==> src/rtl/lod_map.svh <==
// Register map constants for the lead-off detection control block.
// Assumes inclusion by the control module only; the package does not include it.
`ifndef LOD_MAP_SVH
`define LOD_MAP_SVH

// ----------------------------------------------------------------------
// Serial word layout
// ----------------------------------------------------------------------
`define LOD_FRAME_BITS     6'd32
`define LOD_HDR_LAST       6'd7
`define LOD_DATA_LAST      6'd31
`define LOD_RW_WRITE       1'b1
`define LOD_RW_READ        1'b0

// ----------------------------------------------------------------------
// Lead-off control register
// ----------------------------------------------------------------------
`define LOD_CTRL_ADDR      7'h02
`define LOD_CTRL_RESET     24'h000000
`define LOD_CTRL_WMASK     24'hE7919F
`define LOD_LEFT_ARM_PHASE   23
`define LOD_LEFT_LEG_PHASE   22
`define LOD_RIGHT_ARM_PHASE  21
`define LOD_CE_PHASE         18
`define LOD_LEFT_ARM_AC_EN   17
`define LOD_LEFT_LEG_AC_EN   16
`define LOD_RIGHT_ARM_AC_EN  15
`define LOD_CE_AC_EN         12
`define LOD_AC_LVL_HI        8
`define LOD_AC_LVL_LO        7
`define LOD_DC_LVL_HI        4
`define LOD_DC_LVL_LO        2
`define LOD_AC_SEL           1
`define LOD_DET_EN           0

`endif

==> src/rtl/lod_pkg.sv <==
// Types shared by the lead-off detection control block.
// Assumes lod_map.svh sits on the include path.
package lod_pkg;

	// ------------------------------------------------------------------
	// Serial pins; electrode order is left arm, left leg, right arm, common
	// ------------------------------------------------------------------
	typedef struct packed {
		logic sclk;
		logic cs_n;
		logic sdi;
	} lod_spi_in_t;

	typedef struct packed {
		logic sdo;
		logic sdo_oe;
	} lod_spi_out_t;

	typedef struct packed {
		logic [3:0] phase_invert;
		logic [3:0] ac_enable;
		logic [1:0] ac_drive_level;
		logic [2:0] dc_bias_level;
		logic       dc_enable;
		logic       detection_enable;
	} lod_detect_t;

	typedef enum logic {
		ST_IDLE,
		ST_SHIFT
	} lod_state_t;

endpackage

==> src/rtl/lod_pin_sync.sv <==
// Three-stage pin synchroniser with an agreement filter.
// Assumes asynchronous pins; the output changes once stages two and
// three agree, so a single metastable sample never reaches the logic.
module lod_pin_sync #(
	parameter int                 WIDTH       = 3,
	parameter logic [WIDTH-1:0]   RESET_LEVEL = '0
) (
	// Clock and reset.
	input  wire logic             clock,
	input  wire logic             rst_n,
	// Raw pins and filtered levels.
	input  wire logic [WIDTH-1:0] pin_in,
	output logic      [WIDTH-1:0] level_out
);

	// ------------------------------------------------------------------
	// One filter per pin
	// ------------------------------------------------------------------
	genvar i;
	generate
		for (i = 0; i < WIDTH; i++) begin : g_pin
			logic s1_reg, s2_reg, s3_reg, lvl_reg, lvl_next;

			// Stage one feeds only stage two.
			always_comb begin
				lvl_next = (s2_reg == s3_reg) ? s3_reg : lvl_reg;
			end

			// Stages hold the reset level so idle pins read idle.
			always_ff @(posedge clock or negedge rst_n) begin
				if (!rst_n) begin
					s1_reg  <= RESET_LEVEL[i];
					s2_reg  <= RESET_LEVEL[i];
					s3_reg  <= RESET_LEVEL[i];
					lvl_reg <= RESET_LEVEL[i];
				end else begin
					s1_reg  <= pin_in[i];
					s2_reg  <= s1_reg;
					s3_reg  <= s2_reg;
					lvl_reg <= lvl_next;
				end
			end

			assign level_out[i] = lvl_reg;
		end
	endgenerate

endmodule

==> src/rtl/lod_ctrl.sv <==
// Lead-off detection control register with its serial port.
// Assumes a serial clock well below a sixth of the 50 MHz system clock,
// idle low, data sampled on its rising edge, read data on its falling.
//
// Operation
// - Phase bits 23,22,21,18: zero in phase, one inverted by 180 degrees.
// - AC enables at 17,16,15,12; the three limb bits are ORed with the global ac select.
// - Bits 8:7 pick ac current 12.5, 25, 50 or 100 nA rms.
// - Bits 4:2 pick dc current in 10 nA steps, only when select is 0.
// - Global ac select enables right arm, left leg, left arm, never common.
// - Detection enable low turns detection off and ignores the select.
// - Enabled: select 0 gives dc plus per-bit ac, 1 gives ac only.
// - Calibration DAC enabled forces all ac detection off.
// - All fields reset to zero; reserved bits are written as zero.
// - Word: bit 31 read/write, 30:24 address, 23:0 data MSB first.
// - Register decodes at address 0x02 and resets to all zeros.
`include "lod_map.svh"

module lod_ctrl (
	// Clock and reset.
	input  wire logic         clock,
	input  wire logic         rst_n,
	// Software reset and calibration DAC state, same clock domain.
	input  wire logic         soft_reset,
	input  wire logic         cal_dac_enable,
	// Serial port pins.
	input  wire lod_pkg::lod_spi_in_t  spi_in,
	output lod_pkg::lod_spi_out_t      spi_out,
	// Detection controls towards the analog front end.
	output lod_pkg::lod_detect_t       detect_out
);
	import lod_pkg::*;

	// ------------------------------------------------------------------
	// Pin synchronisation
	// ------------------------------------------------------------------
	logic [2:0]   pins_f;
	logic         sclk_f, cs_active, sdi_f;
	lod_state_t   state_reg, state_next;
	logic [5:0]   cnt_reg, cnt_next;
	logic [31:0]  shift_reg, shift_next, shift_in;
	logic [23:0]  out_reg, out_next;
	logic [23:0]  ctrl_reg, ctrl_next;
	logic         rd_hit_reg, rd_hit_next, sclk_prev_reg;
	logic         sclk_rise, sclk_fall, wr_commit;
	lod_spi_out_t spi_reg, spi_next;
	lod_detect_t  det_reg, det_next;
	logic [3:0]   ac_bit, ac_term;

	// Chip select idles high, so its filter resets high.
	lod_pin_sync #(
		.WIDTH       (3),
		.RESET_LEVEL (3'b010)
	) u_sync (
		.clock     (clock),
		.rst_n     (rst_n),
		.pin_in    (spi_in),
		.level_out (pins_f)
	);

	// Edges are taken from the filtered level, never from a raw stage.
	assign sclk_f    = pins_f[2];
	assign cs_active = ~pins_f[1];
	assign sdi_f     = pins_f[0];
	assign sclk_rise = sclk_f & ~sclk_prev_reg;
	assign sclk_fall = ~sclk_f & sclk_prev_reg;
	assign shift_in  = {shift_reg[30:0], sdi_f};

	// A write lands only on the last bit of a full word to our address.
	assign wr_commit = (state_reg == ST_SHIFT) && cs_active && sclk_rise
		&& (cnt_reg == `LOD_DATA_LAST)
		&& (shift_in[31] == `LOD_RW_WRITE)
		&& (shift_in[30:24] == `LOD_CTRL_ADDR);

	// ------------------------------------------------------------------
	// Serial frame and register next state
	// ------------------------------------------------------------------
	// Bits past the thirty-second are ignored until chip select rises.
	always_comb begin
		state_next  = state_reg;
		cnt_next    = cnt_reg;
		shift_next  = shift_reg;
		out_next    = out_reg;
		rd_hit_next = rd_hit_reg;
		spi_next    = spi_reg;
		ctrl_next   = ctrl_reg;
		case (state_reg)
			ST_IDLE: begin
				if (cs_active) begin
					state_next  = ST_SHIFT;
					cnt_next    = 6'd0;
					rd_hit_next = 1'b0;
				end
			end
			ST_SHIFT: begin
				if (!cs_active) begin
					state_next  = ST_IDLE;
					rd_hit_next = 1'b0;
					spi_next    = '0;
				end else if (sclk_rise && cnt_reg != `LOD_FRAME_BITS) begin
					shift_next = shift_in;
					cnt_next   = cnt_reg + 6'd1;
					if (cnt_reg == `LOD_HDR_LAST
						&& shift_in[7] == `LOD_RW_READ
						&& shift_in[6:0] == `LOD_CTRL_ADDR) begin
						rd_hit_next = 1'b1;
						out_next    = ctrl_reg;
					end
					if (wr_commit) begin
						ctrl_next = shift_in[23:0] & `LOD_CTRL_WMASK;
					end
				end else if (sclk_fall && rd_hit_reg) begin
					spi_next.sdo    = out_reg[23];
					spi_next.sdo_oe = 1'b1;
					out_next        = {out_reg[22:0], 1'b0};
				end
			end
			default: begin
				state_next = ST_IDLE;
			end
		endcase
		// Software reset wins over a write in the same cycle.
		if (soft_reset) begin
			ctrl_next = `LOD_CTRL_RESET;
		end
	end

	// ------------------------------------------------------------------
	// Detection outputs
	// ------------------------------------------------------------------
	assign ac_bit = {ctrl_reg[`LOD_LEFT_ARM_AC_EN],
		ctrl_reg[`LOD_LEFT_LEG_AC_EN],
		ctrl_reg[`LOD_RIGHT_ARM_AC_EN], ctrl_reg[`LOD_CE_AC_EN]};

	// The global select reaches the three limb electrodes, not common.
	genvar e;
	generate
		for (e = 0; e < 4; e++) begin : g_elec
			if (e == 0) begin : g_ce
				assign ac_term[e] = ac_bit[e];
			end else begin : g_limb
				assign ac_term[e] = ac_bit[e] | ctrl_reg[`LOD_AC_SEL];
			end
		end
	endgenerate

	// Outputs are registered, so they follow the register by one cycle.
	always_comb begin
		det_next.phase_invert = {ctrl_reg[`LOD_LEFT_ARM_PHASE],
			ctrl_reg[`LOD_LEFT_LEG_PHASE],
			ctrl_reg[`LOD_RIGHT_ARM_PHASE],
			ctrl_reg[`LOD_CE_PHASE]};
		det_next.ac_enable = ac_term & {4{ctrl_reg[`LOD_DET_EN]
			& ~cal_dac_enable}};
		det_next.ac_drive_level =
			ctrl_reg[`LOD_AC_LVL_HI:`LOD_AC_LVL_LO];
		det_next.dc_enable = ctrl_reg[`LOD_DET_EN]
			& ~ctrl_reg[`LOD_AC_SEL];
		det_next.dc_bias_level = det_next.dc_enable
			? ctrl_reg[`LOD_DC_LVL_HI:`LOD_DC_LVL_LO] : 3'h0;
		det_next.detection_enable = ctrl_reg[`LOD_DET_EN];
	end

	// ------------------------------------------------------------------
	// State registers
	// ------------------------------------------------------------------
	always_ff @(posedge clock or negedge rst_n) begin
		if (!rst_n) begin
			state_reg     <= ST_IDLE;
			cnt_reg       <= 6'h0;
			shift_reg     <= 32'h0;
			out_reg       <= 24'h0;
			rd_hit_reg    <= 1'b0;
			sclk_prev_reg <= 1'b0;
			spi_reg       <= '0;
			ctrl_reg      <= `LOD_CTRL_RESET;
			det_reg       <= '0;
		end else begin
			state_reg     <= state_next;
			cnt_reg       <= cnt_next;
			shift_reg     <= shift_next;
			out_reg       <= out_next;
			rd_hit_reg    <= rd_hit_next;
			sclk_prev_reg <= sclk_f;
			spi_reg       <= spi_next;
			ctrl_reg      <= ctrl_next;
			det_reg       <= det_next;
		end
	end

	assign spi_out    = spi_reg;
	assign detect_out = det_reg;
endmodule

==> config.mk <==
export PLATFORM = sky130hd
export DESIGN_NAME = lod_ctrl
export DESIGN_NICKNAME = d
export VERILOG_FILES = /design/src/rtl/lod_pkg.sv /design/src/rtl/lod_pin_sync.sv /design/src/rtl/lod_ctrl.sv
export VERILOG_INCLUDE_DIRS = /design/src /design/src/rtl
export SDC_FILE = /design/constraint.sdc
export NUM_CORES = 1
export LEC_CHECK = 0
export ABC_AREA = 0
export BUFFER_PORTS_ARGS = -buffer_cell sky130_fd_sc_hd__buf_2
export CAP_MARGIN = 5
export CORE_AREA = 2 2 134 136
export DETAILED_ROUTE_END_ITERATION = 8
export DIE_AREA = 0 0 136 138
export SETUP_SLACK_MARGIN = 0.5
export SLEW_MARGIN = 20
export SYNTH_ARGS = -nofsm -noshare
export SYNTH_HDL_FRONTEND = slang
export SYNTH_SLANG_ARGS = --single-unit
==> constraint.sdc <==
create_clock -name clock -period 2.6 [get_ports clock]
set_input_delay 0.52 -clock clock [delete_from_list [all_inputs] [get_ports clock]]
set_output_delay 0.52 -clock clock [all_outputs]
set_load 0.02 [all_outputs]
---- Word-level counts from Yosys, hierarchy flattened ----
Index checks and enable logic that the tools add are counted.
operators by class
  multiply operators ...................... 0
  multiplexer cells ....................... 22
  $add $sub $neg .......................... 1
  div/mod/pow operators ................... 0
  shifts and indexed selects .............. 0
  order comparisons ....................... 0
  equal/unequal tests ..................... 16
  reductions and logical operators ........ 20
  bitwise logic cells ..................... 15
operators by type and width
  operator                                                                count
  24-bit 2-to-1 mux                                                       8
  6-bit 2-to-1 mux                                                        3
  7-bit by 2-bit equality test with 1-bit output (second input constant)  2
  6-bit one-hot mux with 2 select lines                                   1
  3-bit AND reduction                                                     4
  2-bit nonzero test                                                      5
  1-bit logical AND                                                       9
  4-bit AND reduction                                                     2
  1-bit inverter                                                          7
  6-bit by 1-bit adder with 6-bit output (second input constant)          1
  6-bit by 3-bit equality test with 1-bit output (second input constant)  1
  6-bit by 5-bit equality test with 1-bit output (second input constant)  1
  2-bit 2-to-1 mux                                                        3
  2-bit by 1-bit != test with 1-bit output (second input constant)        3
  2-bit != test (second input constant)                                   3
  3-bit by 1-bit != test with 1-bit output (second input constant)        2
  6-bit != test (second input constant)                                   1
  1-bit 2-to-1 mux                                                        5
  1-bit bitwise AND                                                       4
  4-bit bitwise AND                                                       1
  1-bit equality test                                                     3
  3-bit 2-to-1 mux                                                        1
  1-bit bitwise OR                                                        3
  1-bit one-hot mux with 2 select lines                                   1
word-level totals
  memories kept ........................... 0
  memory bits (writable) .................. 0
  ROM bits ................................ 0
  bits in latches ......................... 0
  register bits after elaboration ......... 117
  bits of input ports ..................... 7

---- Logic depth before layout (Yosys ltp) ----
Gate-level depths: netlist (run 1).
  depth in word-level cells ............... 11
  depth in mapped cells ................... 8
  depth with buffers taken out ............ 6

---- Modules after synthesis ----
From an unflattened synthesis (run 1), not the netlist that was laid out.
unflattened totals
  cell total of the unflattened synthesis .. 325
  area total of the unflattened synthesis .. 4,446.8 um2
by module, submodules not included
  module        times used  area an instance (um2)  cells an instance
  lod_ctrl      1           4,085.2                 307
  lod_pin_sync  1           361.6                   18

---- Least setup slack after synthesis (run 1) ----
No wires, ideal clock.
  path kind ............................... register -> register
  start ................................... register cnt_reg[0]
  end ..................................... register out_reg[12]
  stages on the path, launching flop included .. 8
  path slack .............................. 0.571 ns
  arrival ................................. 1.902 ns
  setup time .............................. 0.127 ns
  path buffers ............................ 1
  period minus slack after synthesis ...... 2.029 ns
  cells stage by stage .................... dfrtp_1 -> inv_1 -> ha_1 -> and3b_2 -> a21oi_4 -> buf_2 -> mux2_2 -> mux2_1
between the ends
  word-level cells in the longest chain between the ends .. 5
  elaborated cells between the ends (all ways) .. 9
  those cells by class .................... eq/ne: 3; mux: 1; reduce/logical: 5
RTL lines
  item                                                             line             text
  from (decl)                                                      lod_ctrl.sv:40   logic [5:0] cnt_reg, cnt_next;
  from (signal assigned)                                           lod_ctrl.sv:180  cnt_reg <= cnt_next;
  6-bit by 3-bit equality test with 1-bit output (no source line)  n/a
  1-bit logical AND (no source line) (2 in a row)                  n/a
  2-bit by 1-bit != test with 1-bit output (no source line)        n/a
  4-bit AND reduction (no source line)                             n/a
  to (signal assigned)                                             lod_ctrl.sv:182  out_reg <= out_next;
  to (decl)                                                        lod_ctrl.sv:42   logic [23:0] out_reg, out_next;
Several ways; a longest one is shown, not always the timed one.
A chain may end at the register's enable or synchronous reset.

---- Final worst setup path (run 1) ----
  start ................................... register cnt_reg[1]
  end ..................................... register out_reg[15]
Same word-level chain as after synthesis.

==> results.yml, run 1 <==
sta:
  hold_viol: 0
  finClkSkew_ps: 9.46
  rsz0062_at_grt: "false"
  fin_crit_sh_pct: 77.4
  fmax_mhz: 497
  finalCriticalPeriod_ps: 2010
  drv_slew: 0
  tightest_slew_ps: 688
  fin_setup_tns_ps: 0
  relSlewSlack_pct: 54.1
  finalSetupViolations: 0
  holdWs_ps: 217
routing:
  drc: 0
  dr_total_vias: 2353
  ant_nets: 0
  via_per_inst: 4.25
  wirelength_um: 7110
  drt_iter0_markers: 103
  wire_per_inst_um: 12.8
  drt_pre_antenna_iters: 3
worst_setup_path:
  crit_path_max_fanout: 25
  critPathSlowestCell: "dfrtp_1"
  slowest_delay_ps: 410
  path_class: "flop to flop"
  startpoint_type: "flop"
  crit_chain: "inv_1, ha_1, and3b_2, a21oi_4, buf_12, mux2_2, mux2_1"
  cp.required_ps: 2830
  endpoint_kind: "flop"
  arrival_ps: 2240
layout:
  largest_reg_flops: 31
  diodes: 0
  nNetsFinal: 329
  fillers: 1792
  drive_gt1_share_pct: 27.7
  design_area_um2: 5020
  areaGrowthSynthToFinish_pct: 17.2
clock_network:
  htree_levels: 3
  cts_max_path_buffers: 2
  clock_latency_ps: 340
  cts_inserted_buffers: 9
  hold_buffers: 0
  clock-root-buffer: "clkbuf_16"
  tritoncts: "done"
  clkTransAtPathRegs_ps: 70
  cts.sinks: 108
placed_design:
  hpwlAfterDp_um: 4760
  gp_congestion: 0.796
  io_buffers: 23
  place_area_um2: 4670
global_routing:
  grt_max_degree: 53
  grt_pass1_wl_um: 12100
  grt.overflow.total: 0
  first_global_vias: 2364
  antenna_found_initial: 0
  grt_usage_pct: 8.20
die:
  coreArea_um2: 17500
  io_pins: 24
  die_area_um2: 18800
  num_rows: 49
  start_util_pct: 24.4
  fp.dieH_um: 138
  die_w_um: 136
synth:
  avgSynthCellArea_um2: 14.8
  synth.most_common_cell: "dfrtp_1"
  ys_seq_area_share_pct: 63.2
  synth.net_count: 299
  syn_area_um2: 4290
  async_reset_ff_share_pct: 100
  yosys-top-cells-count: "dfrtp_1, mux2_1, mux2_2, a22o_1, nor2b_1"
  synth_edf_count: 0
  yosys_most_used_dff: "dfrtp_1"
  netlist_top_cells_area: "dfrtp_1, mux2_1, mux2_2, dfstp_2, a22o_1"
  yosys_warnings: 0
  synth_top_area_share_pct: 60.7
  synth_top_area_cell: "dfrtp_1"
  syn_inst: 290
  ys_types: 43
  synth-seq-cells: 108
power:
  irDropWorstVdd_uv: 325
  leakage_nw: 2.45
  powerDensity_nw_per_um2: 677
run_status:
  status: "finished clean"
min_path:
  min_path_type: "input pin to asynchronous set/reset pin"
job:
  cap_violations: 0
[cell usage in the layout (no fill, tap or decap), drive strengths merged, types with 2 or more instances in the layout]
cell type,synthesis,layout
dfrtp,104,104
mux2,69,69
buf,12,31
a22o,17,17
nor2b,13,13
inv,8,11
clkbuf,0,9
nor2,8,8
nand2,6,6
a21oi,5,5
dfstp,4,4
and2,3,3
nand2b,3,3
nand4,3,3
nand3,3,3
a31oi,3,3
o22ai,3,3
maj3,3,3
and3b,3,3
o21ai,3,3
and3,2,2
ha,2,2
nor4,2,2
clkinv,0,2
[metrics by stage]
step / power [mW] / cells / utilization, % / setup WS (ps)
2_1_floorplan: 1.94 / 290 / - / 571
3_3_place_gp: 2.02 / 536 / 26.6 / 545
3_5_place_dp: 2.03 / 536 / 26.6 / 464
4_1_cts: 3.44 / 552 / 28.4 / 516
5_1_grt: 3.57 / 554 / 28.7 / 501
6_report: 3.40 / 554 / 28.7 / 589
[final cells by class]
cell class                 instances  area [µm²]  area share [%]
sequential                       108        2710            53.9
multi-input combinational        162        1470            29.2
tap                              229         287            5.70
timing repair buffer              31         226            4.51
clock buffer                       9         225            4.48
clock inverter                     7        82.6            1.64
inverter                           8        30.0           0.598
[power by group]
part	internal, mW	leakage, nW	switching [mW]
combinational	0.0955	0.838	0.112
sequential	1.74	1.47	0.0659
clock	0.764	0.150	0.624
total	2.60	2.45	0.801
[cell families after synthesis]
family / synth area share (%)
and+or+nand+nor: 7.71
adders and majority gates: 1.28
buffers and inverters: 2.77
AOI/OAI and AO/OA: 6.95
muxes: 18.1
DFF: 63.2
[layer usage]
layer  track usage (%)  vias to the layer above  wire length [µm]
met5                 0                        -                 0
met4              4.39                        0               199
met3              1.87                       12               178
met2              13.0                       24              3410
met1              10.3                     1218              3320
li1                  -                     1099                 -
[worst max-delay path: cells and delay by family (launching register included)]
kind                     cells  cell delay [ps]
buffers and inverters        2              250
flip-flops                   1              410
AO/OA/AOI/OAI                1              160
AND/OR/NAND/NOR              1              240
adder cells (fa/ha/maj)      1              190
multiplexers                 2              640
[final timing paths]
kind / endpoint / slack (ps) / depth (start not counted) / startpoint
max: out_reg[15] / 590 / 7 / cnt_reg[1]
min: spi_out[1] / 220 / 1 / rst_n
max reg2reg: out_reg[15] / 590 / 7 / cnt_reg[1]
min reg2reg: u_sync.g_pin[2].s2_reg / 350 / 0 / u_sync.g_pin[2].s1_reg
max in group asynchronous: shift_reg[16] / 1780 / 2 / rst_n
min in group clock: u_sync.g_pin[1].s1_reg / 270 / 1 / spi_in[1]
[what timing repair did]
| item | CTS | global route |
|---|---|---|
| setup buffers | 0 | 2 |
| cloned | 0 | 0 |
| setup endpoints to repair | 13 | 54 |
| gates resized for setup | 1 | 6 |
Power figures use the tool's default switching activity.
==> run 2: changes to the inputs <==
clock period = 1.83 ns   (was 2.6 ns; I/O delays follow)
==> results.yml, run 2 (same netlist as run 1, synthesis figures left out) <==
job:
  cap_violations: 0
routing:
  drc: 0
  dr_total_vias: 2531
  via_per_inst: 4.20
  drt_pre_antenna_iters: 4
  drt_iter0_markers: 146
  wirelength_um: 8590
  wire_per_inst_um: 14.3
  ant_nets: 0
global_routing:
  grt.overflow.total: 0
  antenna_found_initial: 0
  grt_pass1_wl_um: 13800
  grt_usage_pct: 9.31
  grt_max_degree: 107
  first_global_vias: 2696
sta:
  finalCriticalPeriod_ps: 1920
  rsz0062_at_grt: "true"
  finClkSkew_ps: 9.19
  fin_crit_sh_pct: 105
  tightest_slew_ps: 578
  finalSetupViolations: 56
  fmax_mhz: 521
  relSlewSlack_pct: 61.5
  fin_ws_ps: -87.7
  drv_slew: 0
  fin_setup_tns_ps: -3120
  hold_viol: 0
layout:
  largest_reg_flops: 31
  drive_gt1_share_pct: 50.1
  design_area_um2: 5790
  areaGrowthSynthToFinish_pct: 35.1
  nNetsFinal: 377
  diodes: 0
  final_cell_mix: "dfrtp_1, mux2_4, buf_4, buf_2, clkbuf_16"
  fillers: 1709
  final_common_cell: "dfrtp_1"
worst_setup_path:
  r2r-end: "out_reg[23]"
  startpoint: "cnt_reg[1]"
  cp.required_ps: 2060
  arrival_ps: 2140
  startpoint_type: "flop"
  r2r_slack_ps: -90
  rr_worst_depth: 7
  r2r-start: "cnt_reg[1]"
  path_class: "flop to flop"
  endpoint_kind: "flop"
  crit_path_max_fanout: 6
run_status:
  status: "finished, violations left"
  violations: "negative setup slack"
clock_network:
  clock_latency_ps: 350
  cts_inserted_buffers: 9
  clkTransAtPathRegs_ps: 70
  clock-root-buffer: "clkbuf_16"
  tritoncts: "done"
  htree_levels: 3
  cts_max_path_buffers: 2
  cts.sinks: 108
min_path:
  hold_path_startpoint: "spi_in[1]"
  hold_end: "u_sync.g_pin[1].s1_reg"
  whs_path_depth: 1
  min_path_type: "input pin to flop"
power:
  leakage_nw: 2.76
  powerDensity_nw_per_um2: 865
  irDropWorstVdd_uv: 384
die:
  die_area_um2: 18800
  fp.dieH_um: 138
  start_util_pct: 24.4
  coreArea_um2: 17500
  num_rows: 49
  io_pins: 24
  die_w_um: 136
placed_design:
  io_buffers: 23
  hpwlAfterDp_um: 5190
  gp_congestion: 0.758
  place_area_um2: 5100
[run 2: routing by layer]
metal	track usage [%]	share of wire (%)	vias up
met3	1.98	2.0	7
li1	-	-	1197
met2	14.9	50	23
met1	12.2	46	1304
met5	0	0	-
met4	3.95	1.5	0
[run 2: worst max-delay path by stage]
stage,to,depth (start not counted)
2_1_floorplan,out_reg[15],7
3_3_place_gp,shift_reg[29],7
3_5_place_dp,shift_reg[29],7
4_1_cts,shift_reg[1],8
5_1_grt,out_reg[23],7
6_report,out_reg[23],7
[run 2: repair_timing]
action,4_1_cts,5_1_grt
hold buffers,1,0
cloned,2,4
endpoints found under the setup margin,76,77
hold endpoints to repair,2,0
resized for setup,26,8
setup buffers,12,3
pin swaps,7,7
[run 2: worst max-delay path, cell delays in order (launching register included)]
cell and delay, ps:
dfrtp_1 390, buf_4 150, ha_4 150, and3b_1 170, and4_4 190, a22o_4 270, clkbuf_16 180, mux2_4 300
[run 2: where the power goes]
group / internal (mW) / switching (mW) / leakage [nW]
clock: 0.952 / 0.899 / 0.134
sequential: 2.48 / 0.0621 / 1.47
combinational: 0.359 / 0.264 / 1.16
[run 2: layout make-up]
type	count	area, µm²	share of cell area (%)
flip-flops and latches	108	2710	46.7
clock buffers	10	229	3.95
clock inverters	6	60.1	1.04
inverters	8	30.0	0.518
repair buffers	79	731	12.6
multi-input cells	162	1750	30.2
well taps	229	287	4.95
[run 2: stage by stage]
step | cells | power, mW | util [%] | setup WS, ps | hold slack (ps)
floorplan | 290 | 2.83 | - | -79.9 | 70.4
global placement | 564 | 3.09 | 29.1 | -98.0 | 162
detailed placement | 564 | 3.10 | 29.1 | -149 | 165
CTS | 595 | 5.04 | 32.2 | -102 | 102
global route | 602 | 5.25 | 33.0 | -137 | 89.0
finish | 602 | 5.01 | 33.0 | -87.7 | 114
